===== config.mk =====
export PLATFORM = sky130hd
export DESIGN_NAME = tnco_top
export DESIGN_NICKNAME = d
export VERILOG_FILES = /design/src/pkg/tnco_pkg.sv /design/src/verilog/tnco_top.sv
export SDC_FILE = /design/constraint.sdc
export NUM_CORES = 1
export LEC_CHECK = 0
export BUFFER_PORTS_ARGS = -buffer_cell sky130_fd_sc_hd__clkbuf_2
export CELL_PAD_IN_SITES_DETAIL_PLACEMENT = 0
export CELL_PAD_IN_SITES_GLOBAL_PLACEMENT = 1
export CORE_UTILIZATION = 53
export DETAILED_ROUTE_END_ITERATION = 12
export GPL_ROUTABILITY_DRIVEN = 0
export GPL_TIMING_DRIVEN = 1
export PLACE_DENSITY_LB_ADDON = 0.25
export SYNTH_ARGS = -nofsm -noshare
export SYNTH_HDL_FRONTEND = slang
export SYNTH_SLANG_ARGS = --single-unit

===== constraint.sdc =====
create_clock -name ref_clk -period 23.2 [get_ports ref_clk]
set_clock_uncertainty 0.1 [all_clocks]
set_input_delay 2.32 -clock ref_clk [delete_from_list [all_inputs] [get_ports ref_clk]]
set_output_delay 2.32 -clock ref_clk [all_outputs]
set_load 0.02 [all_outputs]

===== src/pkg/tnco_pkg.sv =====
// package for the timing oscillator and timing error detector
// assumes one processing clock and a control-word style host port
// What this block does
// - timing oscillator is a bare phase accumulator, no sine or cosine stage.
// - each output sample gets an oscillator pulse plus accumulator phase.
// - control bit 5 lets the external sync input reset the accumulator.
// - control bits 3-4 pick the serial offset-frequency word width.
// - control bit 2 adds offset to centre frequency, else centre alone.
// - control bit 1 holds the phase accumulator cleared.
// - control bit 0 makes a frequency update also load the accumulator.
// - a dedicated word holds the centre frequency, the step per clock.
// - bits 0-7 of the phase word give an 8-bit phase offset.
// - writing a strobe word transfers pending frequency or phase values.
// - error detector compares oscillator-carry and reference-edge counters.
// - bits 16-27 of the divider word preload the oscillator-side counter.
// - bits 0-11 of the divider word preload the reference-side counter.
// - the 16-bit timing error goes out serially and is host readable.
// - resampler modes take 0, 6, 13, 23, 7 or 17 clocks per input.
// - with the polyphase filter, output rate follows oscillator pulses.
package tnco_pkg;
  localparam logic [7:0] CW_CONTROL = 8'h0b;
  localparam logic [7:0] CW_CENTER = 8'h0c;
  localparam logic [7:0] CW_PHASE = 8'h0d;
  localparam logic [7:0] CW_FREQ_STROBE = 8'h0e;
  localparam logic [7:0] CW_PHASE_STROBE = 8'h0f;
  localparam logic [7:0] CW_DIVIDERS = 8'h12;
  localparam logic [7:0] RD_TIMING_ERROR = 8'h40;
  localparam int CTL_LOAD_BIT = 0;
  localparam int CTL_CLEAR_BIT = 1;
  localparam int CTL_OFS_EN_BIT = 2;
  localparam int CTL_WIDTH_LSB = 3;
  localparam int CTL_SYNC_BIT = 5;
  localparam int PHASE_LSB = 0;
  localparam int REF_DIV_LSB = 0;
  localparam int OSC_DIV_LSB = 16;
  localparam logic [31:0] CTL_RESET = 32'h0000_0000;
  localparam logic [31:0] WORD_RESET = 32'h0000_0000;
  localparam logic [5:0] CYC_BYPASS = 6'h00;
  localparam logic [5:0] CYC_POLY = 6'h06;
  localparam logic [5:0] CYC_POLY_HB1 = 6'h0d;
  localparam logic [5:0] CYC_POLY_HB2 = 6'h17;
  localparam logic [5:0] CYC_HB1 = 6'h07;
  localparam logic [5:0] CYC_HB2 = 6'h11;
  localparam int SER_BITS = 16;
  typedef enum logic [2:0] {
    MODE_BYPASS = 3'h0, MODE_POLY = 3'h1, MODE_POLY_HB1 = 3'h2,
    MODE_POLY_HB2 = 3'h3, MODE_HB1 = 3'h4, MODE_HB2 = 3'h5
  } tnco_mode_t;
  typedef enum logic [1:0] {ST_IDLE = 2'b01, ST_BUSY = 2'b10} tnco_state_t;
endpackage


===== src/verilog/tnco_top.sv =====
// timing oscillator, timing error detector and resampler clock budget
// assumes the reference, sync and serial offset pins are asynchronous
module tnco_top #(
  parameter int ACC_W = 32,
  parameter int DIV_W = 12
) (
  input wire logic ref_clk,
  input wire logic rstn,
  input wire logic clk_en,
  input wire logic [7:0] cw_addr,
  input wire logic [31:0] cw_wdata,
  input wire logic cw_wr,
  input wire logic [7:0] rd_addr,
  output logic [31:0] rd_data,
  input wire logic timing_reference_clock_input,
  input wire logic ext_sync_in,
  input wire logic ofs_ser_clk,
  input wire logic ofs_ser_data,
  input wire logic ofs_ser_load,
  input wire logic [2:0] resamp_mode,
  input wire logic resamp_in_strobe,
  output logic resamp_busy,
  output logic resamp_out_strobe,
  output logic sample_pulse,
  output logic [31:0] sample_phase,
  output logic [15:0] symbol_timing_error,
  output logic te_ser_data,
  output logic te_ser_frame
);
  import tnco_pkg::*;

  // only the documented widths are served
  if (ACC_W != 32) $error("accumulator width must be 32");
  if (DIV_W != 12) $error("divider width must be 12");

  // reset release
  logic rst_s1_reg, rst_s2_reg;
  always_ff @(posedge ref_clk or negedge rstn) begin
    if (!rstn) begin
      rst_s1_reg <= 1'b0;
      rst_s2_reg <= 1'b0;
    end else begin
      rst_s1_reg <= 1'b1;
      rst_s2_reg <= rst_s1_reg;
    end
  end
  wire rst_n = rst_s2_reg;

  // pin synchronisers, third stage only for edges
  logic [3:0] pin_s1_reg, pin_s2_reg, pin_s3_reg;
  wire [3:0] pins = {ofs_ser_load, ofs_ser_clk, ext_sync_in, timing_reference_clock_input};
  always_ff @(posedge ref_clk or negedge rst_n) begin
    if (!rst_n) begin
      pin_s1_reg <= 4'h0;
      pin_s2_reg <= 4'h0;
      pin_s3_reg <= 4'h0;
    end else if (clk_en) begin
      pin_s1_reg <= pins;
      pin_s2_reg <= pin_s1_reg;
      pin_s3_reg <= pin_s2_reg;
    end
  end
  logic ser_dat_s1_reg, ser_dat_s2_reg;
  always_ff @(posedge ref_clk or negedge rst_n) begin
    if (!rst_n) begin
      ser_dat_s1_reg <= 1'b0;
      ser_dat_s2_reg <= 1'b0;
    end else if (clk_en) begin
      ser_dat_s1_reg <= ofs_ser_data;
      ser_dat_s2_reg <= ser_dat_s1_reg;
    end
  end
  wire [3:0] pin_rise = pin_s2_reg & ~pin_s3_reg;
  wire ref_edge = pin_rise[0];
  wire sync_edge = pin_rise[1];
  wire ser_clk_edge = pin_rise[2];
  wire ser_load_edge = pin_rise[3];

  // control words
  logic [31:0] ctl_reg, center_reg, phase_word_reg, div_reg;
  wire wr_ctl = cw_wr && cw_addr == CW_CONTROL;
  wire wr_center = cw_wr && cw_addr == CW_CENTER;
  wire wr_phase = cw_wr && cw_addr == CW_PHASE;
  wire freq_strobe = cw_wr && cw_addr == CW_FREQ_STROBE;
  wire phase_strobe = cw_wr && cw_addr == CW_PHASE_STROBE;
  wire wr_div = cw_wr && cw_addr == CW_DIVIDERS;
  always_ff @(posedge ref_clk or negedge rst_n) begin
    if (!rst_n) begin
      ctl_reg <= CTL_RESET;
      center_reg <= WORD_RESET;
      phase_word_reg <= WORD_RESET;
      div_reg <= WORD_RESET;
    end else if (clk_en) begin
      if (wr_ctl) ctl_reg <= cw_wdata;
      if (wr_center) center_reg <= cw_wdata;
      if (wr_phase) phase_word_reg <= cw_wdata;
      if (wr_div) div_reg <= cw_wdata;
    end
  end
  wire load_on_update = ctl_reg[CTL_LOAD_BIT];
  wire acc_clear = ctl_reg[CTL_CLEAR_BIT];
  wire ofs_enable = ctl_reg[CTL_OFS_EN_BIT];
  wire [1:0] ofs_width_sel = ctl_reg[CTL_WIDTH_LSB +: 2];
  wire sync_enable = ctl_reg[CTL_SYNC_BIT];
  wire [7:0] phase_pending = phase_word_reg[PHASE_LSB +: 8];
  wire [DIV_W-1:0] osc_div_preload = div_reg[OSC_DIV_LSB +: DIV_W];
  wire [DIV_W-1:0] ref_div_preload = div_reg[REF_DIV_LSB +: DIV_W];

  // serial offset word, left aligned by selected width
  logic [31:0] ofs_shift_reg, ofs_pending_reg;
  wire [4:0] ofs_pad = 5'(6'd24 - {1'b0, ofs_width_sel, 3'b000});
  wire [31:0] ofs_aligned = ofs_shift_reg << ofs_pad;
  always_ff @(posedge ref_clk or negedge rst_n) begin
    if (!rst_n) begin
      ofs_shift_reg <= WORD_RESET;
      ofs_pending_reg <= WORD_RESET;
    end else if (clk_en) begin
      if (ser_clk_edge) ofs_shift_reg <= {ofs_shift_reg[30:0], ser_dat_s2_reg};
      if (ser_load_edge) ofs_pending_reg <= ofs_aligned;
    end
  end

  // active frequency and phase, moved in by strobes
  logic [31:0] step_reg;
  logic [7:0] phase_off_reg;
  wire [31:0] step_next = ofs_enable ? center_reg + ofs_pending_reg : center_reg;
  always_ff @(posedge ref_clk or negedge rst_n) begin
    if (!rst_n) begin
      step_reg <= WORD_RESET;
      phase_off_reg <= 8'h00;
    end else if (clk_en) begin
      if (freq_strobe) step_reg <= step_next;
      if (phase_strobe) phase_off_reg <= phase_pending;
    end
  end

  // phase accumulator, no lookup stage
  logic [31:0] acc_reg;
  wire [32:0] acc_sum = {1'b0, acc_reg} + {1'b0, step_reg};
  wire sync_hit = sync_enable && sync_edge;
  wire osc_carry = acc_sum[32] && !acc_clear && !sync_hit;
  logic [31:0] acc_next;
  always_comb begin
    if (acc_clear || sync_hit) acc_next = 32'h0000_0000;
    else if (freq_strobe && load_on_update) acc_next = step_next;
    else acc_next = acc_sum[31:0];
  end
  always_ff @(posedge ref_clk or negedge rst_n) begin
    if (!rst_n) acc_reg <= WORD_RESET;
    else if (clk_en) acc_reg <= acc_next;
  end

  // sample pulse and phase towards the resampler
  always_ff @(posedge ref_clk or negedge rst_n) begin
    if (!rst_n) begin
      sample_pulse <= 1'b0;
      sample_phase <= WORD_RESET;
    end else if (clk_en) begin
      sample_pulse <= osc_carry;
      sample_phase <= acc_reg + {phase_off_reg, 24'h00_0000};
    end
  end

  // divider counters and error capture
  logic [DIV_W-1:0] osc_cnt_reg, ref_cnt_reg;
  wire osc_tc = osc_cnt_reg == '0;
  wire ref_tc = ref_cnt_reg == '0;
  wire [DIV_W-1:0] osc_cnt_dec = osc_cnt_reg - DIV_W'(1);
  wire [DIV_W-1:0] ref_cnt_dec = ref_cnt_reg - DIV_W'(1);
  always_ff @(posedge ref_clk or negedge rst_n) begin
    if (!rst_n) begin
      osc_cnt_reg <= '0;
      ref_cnt_reg <= '0;
      symbol_timing_error <= 16'h0000;
    end else if (clk_en) begin
      if (osc_carry) osc_cnt_reg <= osc_tc ? osc_div_preload : osc_cnt_dec;
      if (ref_edge) begin
        ref_cnt_reg <= ref_tc ? ref_div_preload : ref_cnt_dec;
        if (ref_tc) symbol_timing_error <= {4'h0, osc_cnt_reg};
      end
    end
  end
  wire te_capture = ref_edge && ref_tc;

  // serial error output, msb first, frame high during the word
  logic [15:0] te_shift_reg;
  logic [4:0] te_bits_reg;
  logic te_load_reg;
  always_ff @(posedge ref_clk or negedge rst_n) begin
    if (!rst_n) begin
      te_load_reg <= 1'b0;
      te_shift_reg <= 16'h0000;
      te_bits_reg <= 5'h00;
      te_ser_data <= 1'b0;
      te_ser_frame <= 1'b0;
    end else if (clk_en) begin
      te_load_reg <= te_capture;
      if (te_load_reg) begin
        te_shift_reg <= {symbol_timing_error[14:0], 1'b0};
        te_ser_data <= symbol_timing_error[15];
        te_ser_frame <= 1'b1;
        te_bits_reg <= 5'(SER_BITS - 1);
      end else if (te_bits_reg != 5'h00) begin
        te_shift_reg <= {te_shift_reg[14:0], 1'b0};
        te_ser_data <= te_shift_reg[15];
        te_bits_reg <= te_bits_reg - 5'h01;
      end else begin
        te_ser_frame <= 1'b0;
        te_ser_data <= 1'b0;
      end
    end
  end

  // host readback
  logic [31:0] rd_mux;
  always_comb begin
    unique case (rd_addr)
      CW_CONTROL: rd_mux = ctl_reg;
      CW_CENTER: rd_mux = center_reg;
      CW_PHASE: rd_mux = phase_word_reg;
      CW_DIVIDERS: rd_mux = div_reg;
      RD_TIMING_ERROR: rd_mux = {16'h0000, symbol_timing_error};
      default: rd_mux = 32'h0000_0000;
    endcase
  end
  always_ff @(posedge ref_clk or negedge rst_n) begin
    if (!rst_n) rd_data <= WORD_RESET;
    else if (clk_en) rd_data <= rd_mux;
  end

  // resampler clock budget per input sample
  tnco_mode_t mode;
  assign mode = tnco_mode_t'(resamp_mode);
  logic [5:0] budget;
  always_comb begin
    unique case (mode)
      MODE_POLY: budget = CYC_POLY;
      MODE_POLY_HB1: budget = CYC_POLY_HB1;
      MODE_POLY_HB2: budget = CYC_POLY_HB2;
      MODE_HB1: budget = CYC_HB1;
      MODE_HB2: budget = CYC_HB2;
      default: budget = CYC_BYPASS;
    endcase
  end
  wire poly_used = mode == MODE_POLY || mode == MODE_POLY_HB1 || mode == MODE_POLY_HB2;
  tnco_state_t state_reg, state_next;
  logic [5:0] cyc_reg, cyc_next;
  logic done;
  always_comb begin
    state_next = state_reg;
    cyc_next = cyc_reg;
    done = 1'b0;
    unique case (state_reg)
      ST_IDLE: begin
        if (resamp_in_strobe) begin
          if (budget == CYC_BYPASS) done = 1'b1;
          else begin
            state_next = ST_BUSY;
            cyc_next = 6'(budget - 6'h01);
          end
        end
      end
      ST_BUSY: begin
        if (cyc_reg == 6'h01) begin
          state_next = ST_IDLE;
          done = 1'b1;
        end
        cyc_next = 6'(cyc_reg - 6'h01);
      end
      default: state_next = ST_IDLE;
    endcase
  end
  always_ff @(posedge ref_clk or negedge rst_n) begin
    if (!rst_n) begin
      state_reg <= ST_IDLE;
      cyc_reg <= 6'h00;
    end else if (clk_en) begin
      state_reg <= state_next;
      cyc_reg <= cyc_next;
    end
  end
  assign resamp_busy = state_reg == ST_BUSY;
  assign resamp_out_strobe = clk_en && (poly_used ? osc_carry : done);
endmodule


---- Yosys cells after proc, flatten, opt, wreduce, memory -nomap -nowiden ----
Index checks and enable logic that the tools add are counted.
cells by class
  bitwise gates (word level) .............. 2
  equal/unequal tests ..................... 23
  $add $sub $neg .......................... 9
  reductions and logical operators ........ 38
  muxes and demuxes ....................... 27
  shifts and indexed selects .............. 1
operators with widths
  kind                                                                   count
  32-bit one-hot mux with 5 select lines                                 1
  32-bit 2-to-1 mux                                                      3
  32-bit adder                                                           2
  8-bit by 4-bit equality test with 1-bit output, second input constant  8
  32-bit by 32-bit adder with 33-bit output                              1
  16-bit 2-to-1 mux                                                      2
  32-bit by 5-bit left shift with 32-bit output                          1
  5-bit one-hot mux with 5 select lines                                  1
  12-bit logical NOT                                                     2
  12-bit 2-to-1 mux                                                      2
  2-bit AND reduction                                                    12
  12-bit by 1-bit subtractor with 12-bit output, second input constant   2
  8-bit by 5-bit equality test with 1-bit output, second input constant  2
  1-bit logical AND                                                      12
  6-bit 2-to-1 mux                                                       2
  6-bit one-hot mux with 2 select lines                                  1
  6-bit by 1-bit subtractor with 6-bit output, second input constant     2
  5-bit 2-to-1 mux                                                       2
  8-bit by 7-bit equality test with 1-bit output, second input constant  1
  1-bit 2-to-1 mux                                                       8
  4-bit AND reduction                                                    2
  3-bit by 2-bit equality test with 1-bit output, second input constant  2
  3-bit equality test, second input constant                             2
  6-bit by 1-bit equality test with 1-bit output, second input constant  1
  18 further kinds                                                       26
storage, ports and cells
  bits of input ports ..................... 61
  register bits ........................... 413

---- Longest topological paths before layout ----
Gate-level depths: netlist of the first run.
  word-level depth ........................ 8
  mapped depth ............................ 12

---- Worst setup path after synthesis of the first run ----
OpenSTA, ideal clock, no wires.
  path type ............................... input-to-output
  start ................................... input port resamp_mode[2]
  end ..................................... output port resamp_out_strobe
  data arrival time ....................... 3,783 ps
  data required time ...................... 20,780 ps
  cell stages on the path ................. 8
  path buffers ............................ 2
  setup slack ............................. 16,997 ps
  cell sequence ........................... clkbuf_1 > inv_1 > ha_1 > clkbuf_1 > nand4_1 > a21oi_1 > nor2_1 > a21oi_1
on the way
  longest elaborated chain between the ends .. 8
  elaborated cells between the ends (all ways) .. 14
RTL lines
  element                                            line             source
  start, declared                                    tnco_top.sv:20   input wire logic [2:0] resamp_mode,
  3-bit equality test, or another cell as far along  tnco_top.sv:236  unique case (mode)
  5-bit one-hot mux with 5 select lines              tnco_top.sv:236
  6-bit logical NOT                                  tnco_top.sv:256  if (budget == CYC_BYPASS) done = 1'b1;
  1-bit 2-to-1 mux                                   tnco_top.sv:256
  1-bit 2-to-1 mux                                   tnco_top.sv:255  if (resamp_in_strobe) begin
  1-bit one-hot mux with 2 select lines              tnco_top.sv:253  unique case (state_reg)
  1-bit 2-to-1 mux (*)                               tnco_top.sv:283  assign resamp_out_strobe = clk_en && (poly_used ? osc_carry : done);
  1-bit logical AND (*)                              tnco_top.sv:283
  end, declared                                      tnco_top.sv:23   output logic resamp_out_strobe,
Mark *: on every way between the ends. The rest lies on a longest branch, timed or not.

---- Final worst setup path of the first run ----
  start ................................... input port clk_en
  end ..................................... output port resamp_out_strobe
on the way
  longest elaborated chain between the ends .. 1
RTL lines
  element            line             source
  start, declared    tnco_top.sv:9    input wire logic clk_en,
  1-bit logical AND  tnco_top.sv:283
Every way passes these cells.

==> run metrics, run 1 <==
max_slew headroom=0.226; largest net degree at the start of global routing=approximately 160; total CTS buffers=between 40 and 50; dpl cell area=between 20000 and 25000 sq um; clock insertion delay at the later pin of the skew report=~600 ps; reported net switching power=roughly 0.53 mW; power per unit of standard cell area=76.3 nW/um^2; share of power burned in the clock network=0.383; Routed Wire Length=56400 um; synth-to-layout area growth=12.0%; final design instance area without fill=24200 sq um; highest-count cells in the layout ignoring fill and taps=sky130_fd_sc_hd__dfrtp_1, sky130_fd_sc_hd__mux2_2, sky130_fd_sc_hd__nand2_1; all-layer global routing usage=0.277; final layout net count=between 2k and 2.5k; synth warn=0; total of fill cells in the finished design=3243; hold buffers post-CTS=0; class of the tightest hold or removal check=reg -> reg; post-synthesis sequential area ratio=0.478; Vert. Die Dim=204 um; fraction of power spent switching nets=0.287; H-Tree Level Count=2; Wirelength per Cell=between 20 and 25 um; number of diodes=0; fraction of final layout cells sized beyond drive strength 1=0.240; crit start category=input pin; count of boundary I/O pins=146; relative contribution of combinational cells to total power=0.154; number of DRC violations after detailed-routing iteration 0=1177; # rows=73; post-CTS setup-driven buffer insertion count=0; Seq cells post-synth=between 400 and 500; internal power=1.31 mW; final period utilization=0.297; chip width=slightly above 200 um; clock transition at the registers of the reported paths=60 ps; async set-or-reset flop fraction in the synthesized netlist=1.00; count of unresolved DRC violations after routing=0; remaining number of nets flagged by the antenna check after routing=0; Crit Path Category=in -> out; sequential group share of total power=0.463; total of max-cap violations=0; Mapped Cells=1989; first-pass GRT wire length=~90000 um; maximum clock insertion buffer count=3; TritonCTS clock tree=built; HPWL after DPL=39900 um; Setup Viol. Count Final=0; number of pins with negative max-slew slack in the final report=0; Critical Path End Type=output pin; initial antenna violation count=0; post-DR vias/cell=6.09; count of final hold-check violations=0; timing-limited maximum frequency=between 100 and 150 MHz; minimum clock period after layout=6890 ps; clk sink count=412; most common library cell in the layout ignoring fill and taps=sky130_fd_sc_hd__dfrtp_1; outcome=complete, no violations; global-route congestion overflow total=0; mean instance size in the synthesized netlist=10.8 sq um; 1st-pass router iterations=6; Most used DFF post-synth=sky130_fd_sc_hd__dfrtp_1; setup total negative slack=0 ps; sum of internal, switching and leakage power=1.84 mW; Static Leakage=11.6 nW; starting density of the core=0.541; VDD IR max=55.8 uV; clk root buf=sky130_fd_sc_hd__clkbuf_16; Critical Path RT=20780 ps; area enclosed by the die boundary=41500 sq um; CTS resizes=0; count of port buffers added during placement=between 100 and 150; final worst hold slack=between 200 and 250 ps; count of unique library cells instantiated by Yosys=82; RSZ-0062 raised after global routing=false; signal arrival time at the worst endpoint=4470 ps; Cell Area, Synth=~22000 sq um; EDFF count, synth=0; maximum net fanout on the critical path=40; area of the core=approximately 40000 sq um; total via count in the routed design=16.1k; actual transition at the worst max-transition pin=1160 ps; vias in the first global route=~16k
-- logic make-up after synthesis --
group / after synthesis / share of synthesized area
compound gates: 537 / 0.169
simple gates: 420 / 0.0894
flops: 412 / 0.478
mux: 312 / 0.159
buf+inv: 154 / 0.0277
fa+ha+maj: 84 / 0.0497
xor+xnor: 68 / 0.0276
other cells: 2 / 0.000348
-- final cells by class --
cell class                 count  area, sq um  area share
tap                          525          657      0.0272
multi-input combinational   1426        10700       0.443
timing repair buffer         160          863      0.0357
clock buffer                  68         1350      0.0560
sequential                   412        10300       0.427
clock inverter                12          121     0.00502
inverter                      40          150     0.00622
-- power groups by stage --
stage / Clock, mW / Combinational (mW) / Sequential [mW]
after floorplan: 0 / 0.190 / 0.860
after global placement: 0 / 0.275 / 0.861
after detailed placement: 0 / 0.282 / 0.865
after CTS: 0.720 / 0.285 / 0.852
after global routing: 0.749 / 0.317 / 0.861
final: 0.707 / 0.284 / 0.853
-- Yosys cell counts (11+ instances only) --
cell	instances	share of area
sky130_fd_sc_hd__dfrtp_1	411	0.48
sky130_fd_sc_hd__a22oi_1	11	0.0038
sky130_fd_sc_hd__a31oi_1	11	0.0032
sky130_fd_sc_hd__inv_1	40	0.0070
sky130_fd_sc_hd__xor2_1	24	0.0097
sky130_fd_sc_hd__xnor2_1	44	0.018
sky130_fd_sc_hd__nor2_1	116	0.020
sky130_fd_sc_hd__o21a_1	23	0.0080
sky130_fd_sc_hd__buf_1	13	0.0023
sky130_fd_sc_hd__o2bb2ai_1	17	0.0069
sky130_fd_sc_hd__nor3_1	20	0.0046
sky130_fd_sc_hd__nor4_1	11	0.0032
sky130_fd_sc_hd__mux2_2	242	0.13
sky130_fd_sc_hd__a21oi_1	140	0.032
sky130_fd_sc_hd__or3_1	11	0.0032
sky130_fd_sc_hd__a222oi_1	34	0.016
sky130_fd_sc_hd__clkbuf_1	94	0.016
sky130_fd_sc_hd__nand2_1	168	0.029
sky130_fd_sc_hd__ha_1	81	0.047
sky130_fd_sc_hd__a211oi_1	13	0.0045
sky130_fd_sc_hd__nor2b_1	11	0.0032
sky130_fd_sc_hd__a21o_1	56	0.019
sky130_fd_sc_hd__o21ai_0	118	0.027
sky130_fd_sc_hd__nand3_1	24	0.0056
sky130_fd_sc_hd__mux2i_1	70	0.032
sky130_fd_sc_hd__o211ai_1	19	0.0066
-- worst paths after layout --
kind	from	end	slack, ps	cells past startpoint
setup reg to reg	acc_reg[0]	osc_cnt_reg[7]	19450	12
max in group asynchronous	rst_n	step_reg[23]	20510	2
hold / removal	rst_s1_reg	rst_n	250	0
min in group asynchronous	rst_n	phase_word_reg[29]	360	0
setup / recovery	clk_en	resamp_out_strobe	16310	8
hold reg to reg	rst_s1_reg	rst_n	250	0
-- worst max-delay path, stage by stage --
cell and delay [ps]:
sky130_fd_sc_hd__buf_4 290, sky130_fd_sc_hd__inv_2 110, sky130_fd_sc_hd__a311o_1 880, sky130_fd_sc_hd__nor2_1 150, sky130_fd_sc_hd__o21ai_2 100, sky130_fd_sc_hd__buf_4 320
sky130_fd_sc_hd__a21oi_1 120, sky130_fd_sc_hd__clkbuf_2 170
-- through the flow --
step           utilization  std cells  setup WS, ps
2_1_floorplan            -       1992         10770
3_3_place_gp         0.568       2563         16310
3_5_place_dp         0.568       2563         16300
4_1_cts              0.605       2643         16300
5_1_grt              0.605       2643         16130
6_report             0.605       2643         16310
-- routing by layer --
layer / global-route usage / up-vias / share of wire / routed length (um)
met5: 0 / - / 0 / 0
met1: 0.387 / 8092 / 0.46 / 25900
met3: 0.0345 / 78 / 0.048 / 2740
li1: - / 7490 / - / -
met2: 0.448 / 429 / 0.47 / 26300
met4: 0.0902 / 0 / 0.027 / 1520
(Power assumes the default switching activity.)
==> inputs of run 2 (changes only) <==
- CORE_UTILIZATION: 53 -> 49
- clock period: 23.2 -> 7.07 ns (I/O delays scaled with it)
==> run 2 against run 1 <==
Combinational power grew to 3.3 times the previous value. Worst hold slack worse by 32 ps. Core utilization is 4.4 points lower. Flip-flop and latch count stayed put. Critical path type is now reg -> out. Largest cell class unchanged. Highest routed layer unchanged.
==> run metrics, run 2 (synthesized netlist as in run 1, its figures left out) <==
setup slack of the critical path after layout=2150 ps (-14160 ps); maximum net fanout on the critical path=26 (-35%); synth-to-layout area growth=12.6%; highest-count cells in the layout ignoring fill and taps=sky130_fd_sc_hd__dfrtp_1, sky130_fd_sc_hd__mux2_2, sky130_fd_sc_hd__nand2_1; largest net degree at the start of global routing=172 (+6.2%); delay of the slowest cell on the worst path=430 ps (-450 ps); remaining number of nets flagged by the antenna check after routing=0 (unchanged); Critical Path RT=6260 ps (-14520 ps); most common library cell in the layout ignoring fill and taps=sky130_fd_sc_hd__dfrtp_1; dpl cell area=22800 sq um (+0.35%); 1st-pass router iterations=7 (+1); CTS resizes=0 (unchanged); clk root buf=sky130_fd_sc_hd__clkbuf_16; internal power=4.34 mW (+230%); Vert. Die Dim=212 um (+4.0%); critical path's slowest cell=sky130_fd_sc_hd__fa_1; fraction of final layout cells sized beyond drive strength 1=0.242 (+0.00155); Wirelength per Cell=21.1 um (-1.2%); minimum clock period after layout=4920 ps; H-Tree Level Count=2 (unchanged); Highest Signal Layer=met4; post-DR vias/cell=5.92 (-2.7%); all-layer global routing usage=0.259 (-0.0187); Routed Wire Length=57100 um (+1.1%); outcome=complete, no violations; initial antenna violation count=0 (unchanged); maximum clock insertion buffer count=3 (unchanged); TritonCTS clock tree=built; starting density of the core=0.499 (-0.0419); number of DRC violations after detailed-routing iteration 0=1295 (+10%); clk sink count=412 (unchanged); length in cells of the worst reg-to-reg path=12 (unchanged); area enclosed by the die boundary=44900 sq um (+8.1%); RSZ-0062 raised after global routing=false; clock transition at the registers of the reported paths=60 ps (about the same); max_slew headroom=0.236 (+0.00986); fraction of power spent switching nets=0.288 (+0.000356); number of cells in the design after placement=2622 (+2.3%); relative contribution of combinational cells to total power=0.152 (-0.002); Crit Path Category=reg -> out; sequential group share of total power=0.457 (-0.006); power per unit of standard cell area=251 nW/um^2 (+230%); total of max-cap violations=0 (unchanged); dpl ws=2840 ps (-13460 ps); met3 layer wire length in the routed design=2650 um (-3.4%); first-pass GRT wire length=89500 um (-0.36%); global-route congestion overflow total=0 (unchanged); final period utilization=0.696; number of cells in the finished layout apart from fillers=2706 (+2.4%); setup total negative slack=0 ps (unchanged); total via count in the routed design=16.0k (-0.35%); count of final hold-check violations=0 (unchanged); HPWL after DPL=40000 um (+0.20%); # rows=76 (+4.1%); final layout net count=2230 (+0.045%); vias in the first global route=15.6k (-1.6%); actual transition at the worst max-transition pin=1150 ps (-11.7 ps); total CTS buffers=45 (+2.3%); met2 WL post-DR=25500 um (-3.0%); reported net switching power=1.75 mW (+230%); signal arrival time at the worst endpoint=4120 ps (-350 ps); Static Leakage=11.7 nW (+0.21%); crit start category=flip-flop; final design instance area without fill=24300 sq um (+0.61%); chip width=212 um (+4.0%); class of the tightest hold or removal check=reg -> async; count of port buffers added during placement=141 (unchanged); VDD IR max=152 uV (+170%); Setup Viol. Count Final=0 (unchanged); number of pins with negative max-slew slack in the final report=0 (unchanged); number of diodes=0 (unchanged); clock insertion delay at the later pin of the skew report=600 ps (about the same); area of the core=43300 sq um (+8.4%); detailed-routing wirelength on met1=27300 um (+5.1%); count of boundary I/O pins=146 (unchanged); final worst hold slack=216 ps (-31.7 ps); sum of internal, switching and leakage power=6.09 mW (+230%); share of power burned in the clock network=0.391 (+0.008); Critical Path End Type=output pin; Layout Utilization=0.562 (-0.0435); timing-limited maximum frequency=approximately 200 MHz; CP dominant cell by count=sky130_fd_sc_hd__a21oi_1; count of unresolved DRC violations after routing=0 (unchanged); Cell Chain, Critical Path=ha_1 > fa_1 > a211oi_1 > o211ai_1 > a31oi_1 > o21ai_0 > a21oi_1 > nor3_1 > o21ai_2 > buf_4 > a21oi_1 > clkbuf_2
run 2: repair_timing:
| item | in CTS | in global routing |
|---|---|---|
| setup buffers | 0 | 0 |
| endpoints found under the hold margin | 2 | 0 |
| hold buffers | 1 | 0 |
run 2: final timing paths:
| path | end | slack (ps) | from |
|---|---|---|---|
| max in group asynchronous | ofs_pending_reg[12] | 5340 | rst_n |
| hold / removal | rd_data[25] | 220 | rst_n |
| setup / recovery | resamp_out_strobe | 2150 | acc_reg[0] |
| hold reg to reg | rd_data[25] | 220 | rst_n |
| min in group ref_clk | rst_n | 240 | rst_s1_reg |
| setup reg to reg | osc_cnt_reg[7] | 3250 | acc_reg[0] |
run 2: layout make-up:
cell class                      instances  area, sq um
Fill cell                            3728        19000
Multi-Input combinational cell       1426        10700
Sequential cell                       412        10300
Clock buffer                           67         1360
Timing Repair Buffer                  160          878
Tap cell                              585          732
Clock inverter                         16          173
Inverter                               40          150
run 2: power by group through the flow:
stage | Combinational [mW] | Sequential [mW] | Clock, mW
after detailed placement | 0.923 | 2.82 | 0
after global placement | 0.903 | 2.81 | 0
after global routing | 1.04 | 2.81 | 2.52
after CTS | 0.929 | 2.78 | 2.43
after floorplan | 0.624 | 2.82 | 0
final | 0.926 | 2.78 | 2.38
run 2: worst max-delay path, delay by kind of cell (launching register included):
kind                       cells  cell delay [ps]
buffers and inverters          2              490
AOI/OAI and AO/OA              7             1860
adders and majority gates      2              660
DFF                            1              400
and+or+nand+nor                1              110
run 2: routing by layer:
| layer | vias to the layer above | track usage |
|---|---|---|
| li1 | 7502 | - |
| met1 | 8009 | 0.372 |
| met2 | 433 | 0.400 |
| met3 | 89 | 0.0334 |
| met4 | 0 | 0.0937 |
| met5 | - | 0 |
==> inputs of run 3 (changes only) <==
- ABC_AREA: not set -> 1
- CORE_UTILIZATION: 49 -> 41
- clock period: 7.07 -> 4.4 ns (I/O delays scaled with it)
==> run 3 against run 2 <==
Synthesized cell count grew 58%. Combinational power grew to 3.6 times the previous value. Register-to-register slack lost 1800 ps. First-iteration DRC count grew 24%. Setup slack lost 1500 ps. Largest cell class unchanged. Highest routed layer unchanged.
==> run metrics, run 3 <==
outcome=complete, no violations; all-layer global routing usage=0.257 (-0.00180); total CTS buffers=46 (+2.2%); power per unit of standard cell area=468 nW/um^2 (+87%); Wirelength per Cell=18.1 um (-14%); post-DR vias/cell=5.23 (-12%); delay of the slowest cell on the worst path=460 ps (+30 ps); class of the tightest hold or removal check=in -> reg; compound-cell area share of the yosys netlist=0.148 (-0.0210); dpl ws=1140 ps (-1690 ps); async set-or-reset flop fraction in the synthesized netlist=1.00 (unchanged); number of DRC violations after detailed-routing iteration 0=1603 (+24%); CTS resizes=0 (unchanged); VDD IR max=301 uV (+98%); vias in the first global route=20.1k (+29%); # rows=86 (+13%); clock transition at the registers of the reported paths=60 ps (about the same); destination of the worst register-to-register timing path=acc_reg[10]; hold buffers post-CTS=22 (+21); Setup Viol. Count Final=0 (unchanged); worst setup slack for register-to-register paths=1470 ps (-1780 ps); minimum clock period after layout=about 3700 ps; cell taking the most area after synthesis=sky130_fd_sc_hd__dfrtp_1; Layout Utilization=0.474 (-0.0876); synth-to-layout area growth=13.7%; Most used DFF post-synth=sky130_fd_sc_hd__dfrtp_1; largest net degree at the start of global routing=126 (-27%); final layout net count=3405 (+53%); maximum net fanout on the critical path=26 (unchanged); maximum clock insertion buffer count=3 (unchanged); clk root buf=sky130_fd_sc_hd__clkbuf_16; count of port buffers added during placement=141 (unchanged); fraction of final layout cells sized beyond drive strength 1=0.0868 (-0.155); count of final hold-check violations=0 (unchanged); fraction of synthesized area in multiplexers=0.00319 (-0.156); total of max-cap violations=0 (unchanged); CP dominant cell by count=sky130_fd_sc_hd__nand2_2; Seq cells post-synth=412 (unchanged); global-route congestion overflow total=0 (unchanged); remaining number of nets flagged by the antenna check after routing=0 (unchanged); commonest cells in the synthesized netlist=sky130_fd_sc_hd__nand2_1, sky130_fd_sc_hd__dfrtp_1, sky130_fd_sc_hd__inv_1; critical path's slowest cell=sky130_fd_sc_hd__fa_1; 1st-pass router iterations=6 (-1); largest family of logic cells by synthesized area=simple AND/OR/NAND/NOR gates; setup slack of the critical path after layout=663 ps (-1480 ps); number of pins with negative max-slew slack in the final report=0 (unchanged); adder-cell area share of the yosys netlist=0.0465 (-0.00329); actual transition at the worst max-transition pin=1110 ps (-34.5 ps); count of unique library cells instantiated by Yosys=58 (-29%); most common library cell in the layout ignoring fill and taps=sky130_fd_sc_hd__nand2_1; EDFF count, synth=0 (unchanged); Mapped Cells=3135 (+58%); initial antenna violation count=0 (unchanged); max_slew headroom=0.257 (+0.0216); Vert. Die Dim=239 um (+13%); total via count in the routed design=21.1k (+32%); buffers and inverters on the worst path=1 (-1); XOR/XNOR Fraction of Synth Area=0.0117 (-0.0159); mean instance size in the synthesized netlist=7.37 sq um (-32%); area of the core=55400 sq um (+28%); worst hold path depth=3; Routed Wire Length=73000 um (+28%); final period utilization=0.849; Critical Path RT=3860 ps (-2400 ps); total of fill cells in the finished design=5571 (+49%); Cell Chain, Critical Path=ha_1 > fa_1 > nand3_1 > nand3_2 > nand2_1 > nand3_2 > nand2_2 > nand2_2 > nand2_2 > nand2_2 > nand2_2 > nand2_2 > nand2_4 > a21oi_2 > clkbuf_2; main area contributors after synthesis=sky130_fd_sc_hd__dfrtp_1, sky130_fd_sc_hd__nand2_1, sky130_fd_sc_hd__o21ai_0; area fraction of the dominant cell type after synthesis=0.445 (-0.0316); signal arrival time at the worst endpoint=3200 ps (-920 ps); setup total negative slack=0 ps (unchanged); post-CTS setup-driven buffer insertion count=0 (unchanged); chip width=239 um (+13%); Static Leakage=13.5 nW (+15%); Cell Area, Synth=23100 sq um (+7.1%); crit start category=flip-flop; count of boundary I/O pins=146 (unchanged); count of unresolved DRC violations after routing=0 (unchanged); delay-heaviest family, CP=simple AND/OR/NAND/NOR gates; most common cell in the synthesized netlist=sky130_fd_sc_hd__nand2_1; timing-limited maximum frequency=268 MHz; clk sink count=412 (unchanged); combined flip-flop and latch cell area=10300 sq um (unchanged); TritonCTS clock tree=built; RSZ-0062 raised after global routing=false; clock insertion delay at the later pin of the skew report=590 ps (about the same); first-pass GRT wire length=114000 um (+27%); final worst hold slack=38.3 ps (-178 ps); terminating pin of the worst hold path=center_reg[2]; highest-count cells in the layout ignoring fill and taps=sky130_fd_sc_hd__nand2_1, sky130_fd_sc_hd__dfrtp_1, sky130_fd_sc_hd__inv_1; length in cells of the worst reg-to-reg path=11 (-1); area enclosed by the die boundary=57300 sq um (+28%); post-synthesis sequential area ratio=0.446 (-0.0316); footprint of the multi-input gates=10800 sq um (+1.3%); HPWL after DPL=54400 um (+36%); post-synthesis share of cell area spent on and, or, nand and nor gates=0.258 (+0.169); FF-to-FF Start=ofs_pending_reg[0]; starting density of the core=0.417 (-0.0817); Critical Path End Type=output pin; synth warn=0 (unchanged); hold path startpoint=cw_wdata[2]; number of diodes=0 (unchanged); H-Tree Level Count=2 (unchanged); Crit Path Category=reg -> out
run 3: cell type report:
type	count	area share
multi-input combinational	2214	0.412
clock inverter	20	0.0100
tap	748	0.0356
sequential	412	0.393
inverter	397	0.0568
clock buffer	62	0.0484
timing repair buffer	189	0.0441
run 3: power breakdown:
part	internal [mW]	leakage, nW	switching (mW)
clock	2.33	0.749	1.63
combinational	1.17	7.37	2.15
sequential	4.45	5.33	0.571
run 3: how the worst max path moves through the flow:
stage / start / to / slack [ps] / cells after the start
6_report: acc_reg[0] / resamp_out_strobe / 660 / 15
3_5_place_dp: clk_en / step_reg[24] / 1140 / 8
5_1_grt: acc_reg[0] / resamp_out_strobe / 460 / 15
2_1_floorplan: rst_n / acc_reg[0] / 260 / 0
3_3_place_gp: clk_en / step_reg[19] / 1260 / 8
4_1_cts: acc_reg[0] / resamp_out_strobe / 630 / 15
run 3: metal layers:
metal	GRT usage	wire length, um	up-vias
li1	-	-	10400
met1	0.366	34800	10100
met2	0.411	33000	536
met3	0.0333	3690	77
met4	0.0659	1500	0
met5	0	0	-
run 3: cells by family after synthesis:
kind of cell               after synthesis
xor gates and xnor gates                31
muxes                                    7
other                                    2
and+or+nand+nor                       1477
adders and majority gates               84
DFF                                    412
AOI/OAI and AO/OA                      610
buffers and inverters                  512
run 3: worst register-to-register path: stages (launching register included):
cell	delay, ps
sky130_fd_sc_hd__dfrtp_1	460
sky130_fd_sc_hd__ha_1	250
sky130_fd_sc_hd__fa_1	430
sky130_fd_sc_hd__nand4_1	120
sky130_fd_sc_hd__nand2_1	150
sky130_fd_sc_hd__nand2_1	90
sky130_fd_sc_hd__nand2_1	110
sky130_fd_sc_hd__xor2_1	180
sky130_fd_sc_hd__o21ai_0	680
sky130_fd_sc_hd__nand2_1	100
sky130_fd_sc_hd__nand3_1	110
sky130_fd_sc_hd__nand2_1	50
run 3: metrics by stage:
stage	instance area (sq um)	power, mW	instances
global placement	24500	8.30	3938
finish	26300	12.3	4042
detailed placement	24500	8.36	3938
floorplan	23100	7.32	3138
global route	26300	13.1	4042
CTS	26300	12.4	4042
